File: config.mk
export PLATFORM = sky130hd
export DESIGN_NAME = dsq_sequencer
export DESIGN_NICKNAME = d
export VERILOG_FILES = /design/src/include/dsq_pkg.sv /design/src/rtl/dsq_decimator.sv /design/src/rtl/dsq_sequencer.sv
export VERILOG_INCLUDE_DIRS = /design/src /design/src/include
export SDC_FILE = /design/constraint.sdc
export NUM_CORES = 1
export LEC_CHECK = 0
export BUFFER_PORTS_ARGS = -buffer_cell sky130_fd_sc_hd__buf_4
export CAP_MARGIN = 20
export CORE_MARGIN = 8
export CORE_UTILIZATION = 55
export DETAILED_ROUTE_END_ITERATION = 8
export PLACE_DENSITY = 0.72
export RECOVER_POWER = 100
export SYNTH_ARGS = -nofsm -noshare
export SYNTH_HDL_FRONTEND = slang
export SYNTH_SLANG_ARGS = --single-unit
File: constraint.sdc
create_clock -name pclk -period 8 [get_ports pclk]
set_clock_uncertainty 0.05 [all_clocks]
set_input_delay 1.6 -clock pclk [delete_from_list [all_inputs] [get_ports pclk]]
set_output_delay 1.6 -clock pclk [all_outputs]
set_load 0.01 [all_outputs]
File: src/include/dsq_map.svh
// Register map, field positions, reset values and timing counts of the sequencer
`ifndef DSQ_MAP_SVH
`define DSQ_MAP_SVH

// Clock rate and period
`define DSQ_CLK_HZ 20000000
`define DSQ_CLK_NS 50

// Register byte offsets
`define DSQ_OFF_CTRL 12'h000
`define DSQ_OFF_STATUS 12'h004
`define DSQ_OFF_RESULT 12'h008
`define DSQ_OFF_CLKDIV 12'h00c

// Control fields
`define DSQ_CTRL_MODE_LO 0
`define DSQ_CTRL_MODE_HI 1
`define DSQ_CTRL_RES8 2
`define DSQ_CTRL_START 3
`define DSQ_CTRL_STOP 4

// Status fields
`define DSQ_ST_DONE 0
`define DSQ_ST_BUSY 1
`define DSQ_ST_PRIME_LO 2
`define DSQ_ST_PRIME_HI 3

// Reset values
`define DSQ_RST_CLKDIV 8'h00
`define DSQ_RST_MODE 2'h0

// Modulator samples per conversion, less one, per resolution
`define DSQ_LEN12_M1 12'hfff
`define DSQ_LEN8_M1 12'h0ff
// Full scale per resolution
`define DSQ_MAX12 12'hfff
`define DSQ_MAX8 12'h0ff
// Conversion index at which the decimator is primed
`define DSQ_PRIMED 2'h3

`endif

File: src/include/dsq_pkg.sv
// Types shared by the conversion sequencer
package dsq_pkg;
	// Operating modes
	typedef enum logic [1:0] {
		DSQ_SINGLE = 2'h0,
		DSQ_MULTI = 2'h1,
		DSQ_CONT = 2'h2,
		DSQ_TURBO = 2'h3
	} dsq_mode_t;
	// Sequencer states, one-hot
	typedef enum logic [2:0] {
		DSQ_IDLE = 3'h1,
		DSQ_CONV = 3'h2,
		DSQ_HOLD = 3'h4
	} dsq_state_t;
endpackage

File: src/rtl/dsq_decimator.sv
// Pipelined decimator turning the modulator bit stream into result words
`timescale 1ns/1ps
`include "dsq_map.svh"
module dsq_decimator (
	input wire logic pclk,
	input wire logic presetn,
	input wire logic tick,
	input wire logic mod_bit,
	input wire logic clear,
	input wire logic res8,
	output logic conv_end,
	output logic [11:0] word
);
	logic [11:0] cnt; // Samples taken in this conversion
	logic [11:0] next_cnt;
	logic [12:0] ones; // Ones counted in this conversion
	logic [12:0] next_ones;
	logic [12:0] hist [0:3]; // Last four conversion counts
	logic [12:0] next_hist [0:3];
	logic next_end;
	logic [11:0] next_word;

	// Average of four counts, clipped to full scale
	function automatic logic [11:0] dsq_avg(input logic [12:0] a, input logic [12:0] b,
		input logic [12:0] c, input logic [12:0] d, input logic r8);
		logic [14:0] s;
		logic [11:0] lim;
		s = 15'(a) + 15'(b) + 15'(c) + 15'(d);
		lim = r8 ? `DSQ_MAX8 : `DSQ_MAX12;
		if (s[14:2] > 13'(lim)) begin
			dsq_avg = lim;
		end else begin
			dsq_avg = s[13:2];
		end
	endfunction

	// Count samples and shift the four-deep history
	always_comb begin
		logic [12:0] inc;
		inc = ones + 13'(mod_bit);
		next_cnt = cnt;
		next_ones = ones;
		next_hist = hist;
		next_end = 1'b0;
		next_word = word;
		if (clear) begin
			// Re-prime: forget all earlier samples
			next_cnt = 12'h000;
			next_ones = 13'h0000;
			for (int i = 0; i < 4; i++) begin
				next_hist[i] = 13'h0000;
			end
		end else if (tick) begin
			if (cnt == (res8 ? `DSQ_LEN8_M1 : `DSQ_LEN12_M1)) begin
				// Output depends on last four conversions R4 R14
				next_hist[0] = inc;
				next_hist[1] = hist[0];
				next_hist[2] = hist[1];
				next_hist[3] = hist[2];
				next_word = dsq_avg(inc, hist[0], hist[1], hist[2], res8);
				next_cnt = 12'h000;
				next_ones = 13'h0000;
				next_end = 1'b1;
			end else begin
				next_cnt = cnt + 12'h001;
				next_ones = inc;
			end
		end
	end

	// Register decimator state
	always_ff @(posedge pclk or negedge presetn) begin
		if (!presetn) begin
			cnt <= 12'h000;
			ones <= 13'h0000;
			for (int i = 0; i < 4; i++) begin
				hist[i] <= 13'h0000;
			end
			conv_end <= 1'b0;
			word <= 12'h000;
		end else begin
			cnt <= next_cnt;
			ones <= next_ones;
			hist <= next_hist;
			conv_end <= next_end;
			word <= next_word;
		end
	end
endmodule

File: src/rtl/dsq_sequencer.sv
// Delta-sigma conversion sequencer with APB registers
// Operation
// Four modes: single, multi, continuous, turbo multi
// Start by control bit or trigger input
// Completion sets status and done output
// Results invalid until fourth conversion
// Single: four conversions, result after fourth
// Single: standby again after result read
// Continuous: three-conversion latency, then every conversion
// Avoid input switching in continuous mode
// Multi: re-prime between samples, auto restart
// Completion seen by polling, interrupt, DMA
// Trigger input optional, driven by logic
// Done output usable as interrupt or DMA
// Resolution traded for sample rate
// Decimator sets resolution and sample rate
// Result read clears done; set wins
// Trigger synchronised, rising edge, ignored when busy
`timescale 1ns/1ps
`include "dsq_map.svh"
module dsq_sequencer (
	input wire logic pclk,
	input wire logic presetn,
	input wire logic [11:0] paddr,
	input wire logic psel,
	input wire logic penable,
	input wire logic pwrite,
	input wire logic [31:0] pwdata,
	output logic [31:0] prdata,
	output logic pready,
	output logic pslverr,
	input wire logic mod_bit_in,
	input wire logic start_trig,
	output logic conv_done
);
	// Configuration
	dsq_pkg::dsq_mode_t mode;
	dsq_pkg::dsq_mode_t next_mode;
	logic res8; // Eight-bit resolution select
	logic next_res8;
	logic [7:0] clkdiv; // Modulator tick divider
	logic [7:0] next_clkdiv;
	// Sequencer
	dsq_pkg::dsq_state_t state;
	dsq_pkg::dsq_state_t next_state;
	logic [1:0] prime; // Conversions since last re-prime, held at 3 once primed
	logic [1:0] next_prime;
	logic dec_clear; // Re-prime pulse to decimator
	// Result
	logic [11:0] result;
	logic [11:0] next_result;
	logic done; // Completion flag
	logic next_done;
	// Divider
	logic [7:0] div_cnt;
	logic [7:0] next_div_cnt;
	logic tick;
	// Synchronisers
	logic mod_s1;
	logic mod_s2;
	logic trig_s1;
	logic trig_s2;
	logic trig_s3;
	logic trig_rise;
	// Bus
	logic [31:0] next_prdata;
	logic next_pslverr;
	logic wr_acc;
	logic rd_result;
	logic start_wr;
	logic stop_wr;
	// Decimator
	logic conv_end;
	logic [11:0] dec_word;
	logic res_event; // Valid result this cycle

	// Zero-wait slave
	assign pready = 1'b1;
	assign wr_acc = psel && penable && pwrite;
	assign rd_result = psel && penable && !pwrite && (paddr == `DSQ_OFF_RESULT);
	assign start_wr = wr_acc && (paddr == `DSQ_OFF_CTRL) && pwdata[`DSQ_CTRL_START];
	assign stop_wr = wr_acc && (paddr == `DSQ_OFF_CTRL) && pwdata[`DSQ_CTRL_STOP];

	// Two-stage synchronisers on pins
	always_ff @(posedge pclk or negedge presetn) begin
		if (!presetn) begin
			mod_s1 <= 1'b0;
			mod_s2 <= 1'b0;
			trig_s1 <= 1'b0;
			trig_s2 <= 1'b0;
			trig_s3 <= 1'b0;
		end else begin
			mod_s1 <= mod_bit_in;
			mod_s2 <= mod_s1;
			trig_s1 <= start_trig;
			trig_s2 <= trig_s1;
			trig_s3 <= trig_s2;
		end
	end
	// Edge of the trigger, past the synchroniser
	assign trig_rise = trig_s2 && !trig_s3;

	// Configuration registers
	always_comb begin
		next_mode = mode;
		next_res8 = res8;
		next_clkdiv = clkdiv;
		if (wr_acc && (paddr == `DSQ_OFF_CTRL)) begin
			// Mode select R1
			next_mode = dsq_pkg::dsq_mode_t'(pwdata[`DSQ_CTRL_MODE_HI:`DSQ_CTRL_MODE_LO]);
			// Resolution select R13
			next_res8 = pwdata[`DSQ_CTRL_RES8];
		end
		if (wr_acc && (paddr == `DSQ_OFF_CLKDIV)) begin
			next_clkdiv = pwdata[7:0];
		end
	end

	// Register configuration
	always_ff @(posedge pclk or negedge presetn) begin
		if (!presetn) begin
			mode <= dsq_pkg::dsq_mode_t'(`DSQ_RST_MODE);
			res8 <= 1'b0;
			clkdiv <= `DSQ_RST_CLKDIV;
		end else begin
			mode <= next_mode;
			res8 <= next_res8;
			clkdiv <= next_clkdiv;
		end
	end

	// Modulator tick divider, runs only while converting
	always_comb begin
		next_div_cnt = div_cnt;
		if (state != dsq_pkg::DSQ_CONV) begin
			next_div_cnt = 8'h00;
		end else if (div_cnt == 8'h00) begin
			// Turbo halves the divide ratio R1 R13
			next_div_cnt = (mode == dsq_pkg::DSQ_TURBO) ? {1'b0, clkdiv[7:1]} : clkdiv;
		end else begin
			next_div_cnt = div_cnt - 8'h01;
		end
	end
	assign tick = (state == dsq_pkg::DSQ_CONV) && (div_cnt == 8'h00);

	// Register divider
	always_ff @(posedge pclk or negedge presetn) begin
		if (!presetn) begin
			div_cnt <= 8'h00;
		end else begin
			div_cnt <= next_div_cnt;
		end
	end

	// Decimator
	dsq_decimator u_dec (
		.pclk(pclk),
		.presetn(presetn),
		.tick(tick),
		.mod_bit(mod_s2),
		.clear(dec_clear),
		.res8(res8),
		.conv_end(conv_end),
		.word(dec_word)
	);

	// Fourth conversion after re-prime gives a result
	assign res_event = (state == dsq_pkg::DSQ_CONV) && conv_end && (prime == `DSQ_PRIMED) && !stop_wr;

	// Sequencer next state
	always_comb begin
		next_state = state;
		next_prime = prime;
		dec_clear = 1'b0;
		unique case (state)
			dsq_pkg::DSQ_IDLE: begin
				// Start by bit or trigger R2
				if (start_wr || trig_rise) begin
					next_state = dsq_pkg::DSQ_CONV;
					next_prime = 2'h0;
					dec_clear = 1'b1;
				end
			end
			dsq_pkg::DSQ_CONV: begin
				// Triggers ignored while busy R16
				if (stop_wr) begin
					next_state = dsq_pkg::DSQ_IDLE;
					dec_clear = 1'b1;
				end else if (conv_end && (prime != `DSQ_PRIMED)) begin
					// Priming conversions R5 R7
					next_prime = prime + 2'h1;
				end else if (res_event) begin
					unique case (mode)
						dsq_pkg::DSQ_SINGLE: begin
							// Stop and wait for read R5
							next_state = dsq_pkg::DSQ_HOLD;
						end
						dsq_pkg::DSQ_CONT: begin
							// Keep primed, every conversion counts R7
							next_prime = `DSQ_PRIMED;
						end
						dsq_pkg::DSQ_MULTI, dsq_pkg::DSQ_TURBO: begin
							// Re-prime and restart R9
							next_prime = 2'h0;
							dec_clear = 1'b1;
						end
					endcase
				end
			end
			dsq_pkg::DSQ_HOLD: begin
				// Back to standby once read R6
				if (rd_result || stop_wr) begin
					next_state = dsq_pkg::DSQ_IDLE;
				end
			end
			default: begin
				next_state = dsq_pkg::DSQ_IDLE;
			end
		endcase
	end

	// Register sequencer
	always_ff @(posedge pclk or negedge presetn) begin
		if (!presetn) begin
			state <= dsq_pkg::DSQ_IDLE;
			prime <= 2'h0;
		end else begin
			state <= next_state;
			prime <= next_prime;
		end
	end

	// Result and completion flag
	always_comb begin
		next_result = result;
		next_done = done;
		if (res_event) begin
			// Present result and flag R3
			next_result = dec_word;
			next_done = 1'b1;
		end else if (rd_result) begin
			next_done = 1'b0;
		end
	end

	// Register result
	always_ff @(posedge pclk or negedge presetn) begin
		if (!presetn) begin
			result <= 12'h000;
			done <= 1'b0;
		end else begin
			result <= next_result;
			done <= next_done;
		end
	end
	// Done pin for interrupt or DMA request R3 R10 R12
	assign conv_done = done;

	// Read data captured in setup phase
	always_comb begin
		next_prdata = 32'h0000_0000;
		next_pslverr = 1'b0;
		if (psel && !penable) begin
			unique case (paddr)
				`DSQ_OFF_CTRL: begin
					next_prdata[`DSQ_CTRL_MODE_HI:`DSQ_CTRL_MODE_LO] = mode;
					next_prdata[`DSQ_CTRL_RES8] = res8;
				end
				`DSQ_OFF_STATUS: begin
					// Polled completion R10
					next_prdata[`DSQ_ST_DONE] = done;
					next_prdata[`DSQ_ST_BUSY] = (state != dsq_pkg::DSQ_IDLE);
					next_prdata[`DSQ_ST_PRIME_HI:`DSQ_ST_PRIME_LO] = prime;
				end
				`DSQ_OFF_RESULT: begin
					next_prdata[11:0] = result;
				end
				`DSQ_OFF_CLKDIV: begin
					next_prdata[7:0] = clkdiv;
				end
				default: begin
					next_pslverr = 1'b1;
				end
			endcase
		end else if (psel && penable) begin
			next_prdata = prdata;
			next_pslverr = pslverr;
		end
	end

	// Register bus answer
	always_ff @(posedge pclk or negedge presetn) begin
		if (!presetn) begin
			prdata <= 32'h0000_0000;
			pslverr <= 1'b0;
		end else begin
			prdata <= next_prdata;
			pslverr <= next_pslverr;
		end
	end
endmodule

==> out/metrics.cfg, run 1 <==
[status]
status = finished, violations left
violations = capacitance limit, slew limit

[layout]
n_antenna_cell = 0
drive_above_1_share_pct = 10.08
final_area_um2 = 8666
fill_cells = 1134
area_growth_syn_to_layout_pct = 10.16
nets = 967

[logic_synthesis]
synthFlopType = dfrtp_1
synth_commonest_cells = dfrtp_1, nand2_1, nor2_1
synth_area_leader_cell = dfrtp_1
synth_area_leaders = dfrtp_1, ha_1, nand2_1
ys_ff_latch = 132
syn_avg_cell_area_um2 = 9.466
synth_edf_count = 0
async_reset_ff_share_pct = 100.0
synth_most_common_cell = dfrtp_1
synthDominantCellAreaShare_pct = 41.67
syn_area_um2 = 7866
synth_cells = 831
synth-seq-area-share_pct = 42.01
yosysWarnings = 0
synth_cell_types = 69

[detailed_routing]
ant_nets = 0
drt_pass1_iterations = 5
wl_met3_um = 951
avgViaCountPerCell = 5.622
wl_met2_um = 7972
num_vias = 5920
drc = 0
wirelength_um = 16310
dr.max_layer_used = met4
drt-initial-drc-count = 476
m1WireLength_um = 7140
wl_per_cell_um = 15.49

[sta]
finalSetupViolCount = 0
tightest_slew_ps = 2611
hold_viol_final = 0
timing.final.crit_share_pct = 80.26
rsz0062_at_grt = no
fin_setup_tns_ps = 0
period_minus_slack_ps = 6420
fmax_mhz = 155.8
report.final.slew_viol_count = 212
whs_ps = 294.8
slew_headroom_pct = -74.10

[critical_path]
ff2ff_setup_slack_ps = 1580
cp_common_cell = ha_1
cpPeakStageDelay_ps = 480
reg2regPathDepth = 28
worst_setup_path_start_kind = register
required_ps = 8250
crit_type = register to register
cpMaxStageDelayCell = fa_1
reg2reg_from = u_dec.ones[0]$_DFFE_PN0P_
worst-path-max-fanout = 6
rr_endpoint = u_dec.word[0]$_DFFE_PN0P_
cp.arrival_ps = 6670
crit_path_end_kind = register

[die]
start_util_pct = 56.45
die_width_um = 135.6
die-area_um2 = 18380
pin_count = 86
core-area_um2 = 13930
rows = 43
die_y_um = 135.6

[place]
place_congestion = 0.8143
port_buffers = 40
dpl.hpwl_um = 11840
placed_area_um2 = 8207

[worst_hold_path]
hold_start = mod_s1$_DFF_PN0_
hold_path_class = register to register
hold_depth = 0
holdPathEnd = mod_s2$_DFF_PN0_

[clocking]
post_cts_buffers = 0
cts.root.buffer_cell = clkbuf_16
cts_tree = built
h-tree-depth = 4
ctsResizeCount = 0
numCtsBuffers = 17
cts.sinks = 132
cts_buffer_depth = 2
clkSlewWorstSetupHoldPaths_ps = 50
clkLatencyLatePin_ps = 410
hold_buffers = 0

[global_routing]
grt_use_total_pct = 18.24
grt_pass1_vias = 5982
grt_overflow = 0
antenna_found_initial = 0
grt_pass1_wl_um = 27570
grt_max_degree = 51

[power]
p_leak_nw = 4.277
p_per_area_nw_per_um2 = 197.3
ir_worst_vdd_uv = 183.7

[job]
maxCapViolations = 6

[registers in the layout, summed over array words and instances, names as in the netlist, 2 cells and up]
name and flops:
mode 2, u_dec.ones 13, u_dec.hist 39, prime 2, result 12, div_cnt 8
u_dec.word 12, clkdiv 8, u_dec.cnt 12, prdata 12, state 3
[cells in the final DEF, fill, tap and decap left out, types with 5 or more instances in the layout]
cell type / n
nand2_1: 107
buf_4: 24
a211oi_1: 10
inv_1: 55
clkbuf_8: 6
xnor2_1: 24
nand4_1: 5
xor2_1: 19
nor3_1: 34
clkbuf_1: 20
nor2_1: 62
a21oi_1: 57
clkbuf_16: 17
nand3_1: 26
a22oi_1: 7
dfrtp_1: 131
fa_1: 14
a22o_1: 7
mux2i_1: 9
o22a_1: 5
a21o_1: 12
o21ai_0: 28
mux2_2: 23
conb_1: 21
ha_1: 39
nor2b_1: 14
and3_1: 13
and2_0: 5
nor4_1: 5
or3_1: 6
[power by group]
group          total [W]  switching, W  internal (W)  leakage [nW]
clock network   0.000763      0.000261      0.000502         0.291
registers       0.000720     0.0000267      0.000693          1.82
logic           0.000227      0.000148     0.0000790          2.17
[cell families after synthesis]
family	synth area share (%)
buffers and inverters	6.362
DFF	42.01
xor gates and xnor gates	4.788
and+or+nand+nor	18.42
AOI/OAI and AO/OA	12.98
other	0.09547
muxes	5.583
adders and majority gates	9.766
[per-layer routing]
layer	global-route usage (%)	up-vias
li1	-	2894
met1	22.18	2840
met2	30.36	164
met3	5.156	22
met4	6.292	0
met5	0	-
[per-stage QoR]
stage | setup WS (ps) | std cells | utilization (%) | power (W)
2_1_floorplan | 2310 | 850 | - | 0.0009020
3_3_place_gp | 1763 | 1024 | 58.89 | 0.0009429
3_5_place_dp | 1630 | 1024 | 58.89 | 0.0009559
4_1_cts | 1599 | 1053 | 63.10 | 0.001730
5_1_grt | 1042 | 1053 | 62.19 | 0.001786
6_report | 1580 | 1053 | 62.19 | 0.001709
[final cells by class]
class / instances / area [µm²] / area share [%]
Clock buffer: 25 / 515.5 / 5.949
Clock inverter: 4 / 70.07 / 0.8085
Inverter: 55 / 206.4 / 2.382
Sequential cell: 132 / 3304 / 38.13
Tap cell: 180 / 225.2 / 2.599
Multi-Input combinational cell: 612 / 4074 / 47.01
Timing Repair Buffer: 45 / 270.3 / 3.119
[critical path, delay by kind of cell, from the launching register on]
family	cells	cell delay (ps)
AOI/OAI and AO/OA	10	2200
adders and majority gates	6	1830
and+or+nand+nor	7	1140
xor gates and xnor gates	2	510
DFF	1	380
buffers and inverters	3	200
[worst max-delay path by stage]
stage / from / end / slack [ps]
floorplan: mod_s2$_DFF_PN0_ / u_dec.word[0]$_DFFE_PN0P_ / 2310
CTS: u_dec.ones[0]$_DFFE_PN0P_ / u_dec.word[0]$_DFFE_PN0P_ / 1600
global route: div_cnt[2]$_DFF_PN0_ / u_dec.word[0]$_DFFE_PN0P_ / 1040
finish: u_dec.ones[0]$_DFFE_PN0P_ / u_dec.word[0]$_DFFE_PN0P_ / 1580
detailed placement: u_dec.ones[0]$_DFFE_PN0P_ / u_dec.word[0]$_DFFE_PN0P_ / 1630
global placement: u_dec.ones[0]$_DFFE_PN0P_ / u_dec.word[0]$_DFFE_PN0P_ / 1760
No activity file was read; power rests on OpenSTA's default activity.
==> run 2, diff against run 1 <==
Clock period 8 ns to 6.35 ns, I/O delays scaled along.
==> out/metrics.cfg, run 2 (synthesized netlist as in run 1, its figures left out) <==
[critical_path]
reg2regPathDepth = 27
crit_type = register to register
worst_setup_path_start_kind = register
crit_path_end_kind = register
worst-path-max-fanout = 4
cp.arrival_ps = 6190
required_ps = 6590

[global_routing]
antenna_found_initial = 0
grt_overflow = 0
grt_pass1_vias = 6135
grt_use_total_pct = 18.81
grt_max_degree = 84
grt_pass1_wl_um = 28170

[clocking]
clkSlewWorstSetupHoldPaths_ps = 60
h-tree-depth = 4
cts.sinks = 132
cts.root.buffer_cell = clkbuf_16
cts_buffer_depth = 2
hold_buffers = 0
cts_tree = built
clkLatencyLatePin_ps = 430
numCtsBuffers = 17

[layout]
largest_reg_flops = 39
n_antenna_cell = 0
drive_above_1_share_pct = 15.50
top_regs = u_dec.hist: 39 flops, u_dec.ones: 13 flops
nets = 975
multiInputGateArea_um2 = 4318
postLayoutCoreUtil_pct = 64.50
top_register = u_dec.hist
final_area_um2 = 8987
layout_commonest_cell = dfrtp_1
layout_common_cells = dfrtp_1, nand2_1, nor2_1
area_growth_syn_to_layout_pct = 14.25
fill_cells = 1136
ff_latch_area_um2 = 3306

[sta]
fmax_mhz = 167.9
finalSetupViolCount = 0
setup_slack_ps = 394.5
slew_headroom_pct = -71.03
hold_viol_final = 0
fin_setup_tns_ps = 0
period_minus_slack_ps = 5956
report.final.slew_viol_count = 154
timing.final.crit_share_pct = 93.79
whs_ps = 302.8
tightest_slew_ps = 2565

[status]
violations = capacitance limit, slew limit
status = finished, violations left

[place]
placed_area_um2 = 8222
pre_cts_ws_ps = 23.74
port_buffers = 40
dpl.hpwl_um = 11730
place_congestion = 0.8439

[detailed_routing]
ant_nets = 0
num_vias = 6031
drc = 0
wl_per_cell_um = 15.88
avgViaCountPerCell = 5.668
drt-initial-drc-count = 421
drt_pass1_iterations = 7
wirelength_um = 16890

[job]
maxCapViolations = 4

[die]
core-area_um2 = 13930
die_width_um = 135.6
pin_count = 86
start_util_pct = 56.45
die-area_um2 = 18380
rows = 43
die_y_um = 135.6

[worst_hold_path]
hold_depth = 0
hold_path_class = register to register

[power]
p_leak_nw = 4.293
ir_worst_vdd_uv = 193.8
p_per_area_nw_per_um2 = 244.7

==> run 2: repair_timing <==
item,CTS,global route
pin swaps,1,19
setup endpoints to repair,4,9
setup buffers,2,2
gates resized for setup,0,48
==> run 2: area by class of cell <==
cell class | instances | area share [%]
flip-flops and latches | 132 | 36.78
multi-input cells | 612 | 48.04
clock inverters | 11 | 1.685
repair buffers | 53 | 3.675
clock buffers | 21 | 5.012
inverters | 55 | 2.297
well taps | 180 | 2.506
==> run 2: through the flow <==
stage / std cells / total power [W]
2_1_floorplan: 850 / 0.001136
3_3_place_gp: 1026 / 0.001194
3_5_place_dp: 1026 / 0.001210
4_1_cts: 1060 / 0.002210
5_1_grt: 1064 / 0.002289
6_report: 1064 / 0.002199
==> run 2: worst max-delay path: stages (launching register included) <==
cell	delay (ps)
dfrtp_1	410
ha_2	320
ha_1	230
fa_1	430
nand3_2	110
a21oi_2	60
o21ai_2	170
a21oi_2	90
o2111a_1	290
a211o_1	260
fa_1	500
inv_1	70
ha_4	250
and2_4	170
a22o_1	240
a311oi_2	220
o22ai_2	130
nor2_2	120
xor2_1	180
inv_1	60
ha_1	290
and3_1	170
nand4_1	110
nor4_2	230
a41o_1	270
buf_4	140
a211o_1	150
o211ai_1	100
==> run 2: layer usage <==
| layer | track usage, % | share of wire [%] |
|---|---|---|
| met1 | 22.37 | 43 |
| met2 | 31.95 | 50 |
| met3 | 4.340 | 4.9 |
| met4 | 8.081 | 1.9 |
| met5 | 0 | 0 |
==> run 2: power breakdown <==
group / switching [W] / internal (W)
Clock: 0.000364 / 0.000629
Sequential: 0.0000342 / 0.000872
Combinational: 0.000189 / 0.000111
Total: 0.000587 / 0.00161
==> run 2: worst paths after layout <==
path,startpoint,to,slack [ps]
max in group asynchronous,presetn,u_dec.cnt[4]$_DFFE_PN0P_,1580
hold / removal,trig_s1$_DFF_PN0_,trig_s2$_DFF_PN0_,300
hold reg to reg,trig_s1$_DFF_PN0_,trig_s2$_DFF_PN0_,300
setup / recovery,u_dec.ones[0]$_DFFE_PN0P_,u_dec.word[8]$_DFFE_PN0P_,390
setup reg to reg,u_dec.ones[0]$_DFFE_PN0P_,u_dec.word[8]$_DFFE_PN0P_,390
min in group asynchronous,presetn,prdata[7]$_DFFE_PN0P_,1390
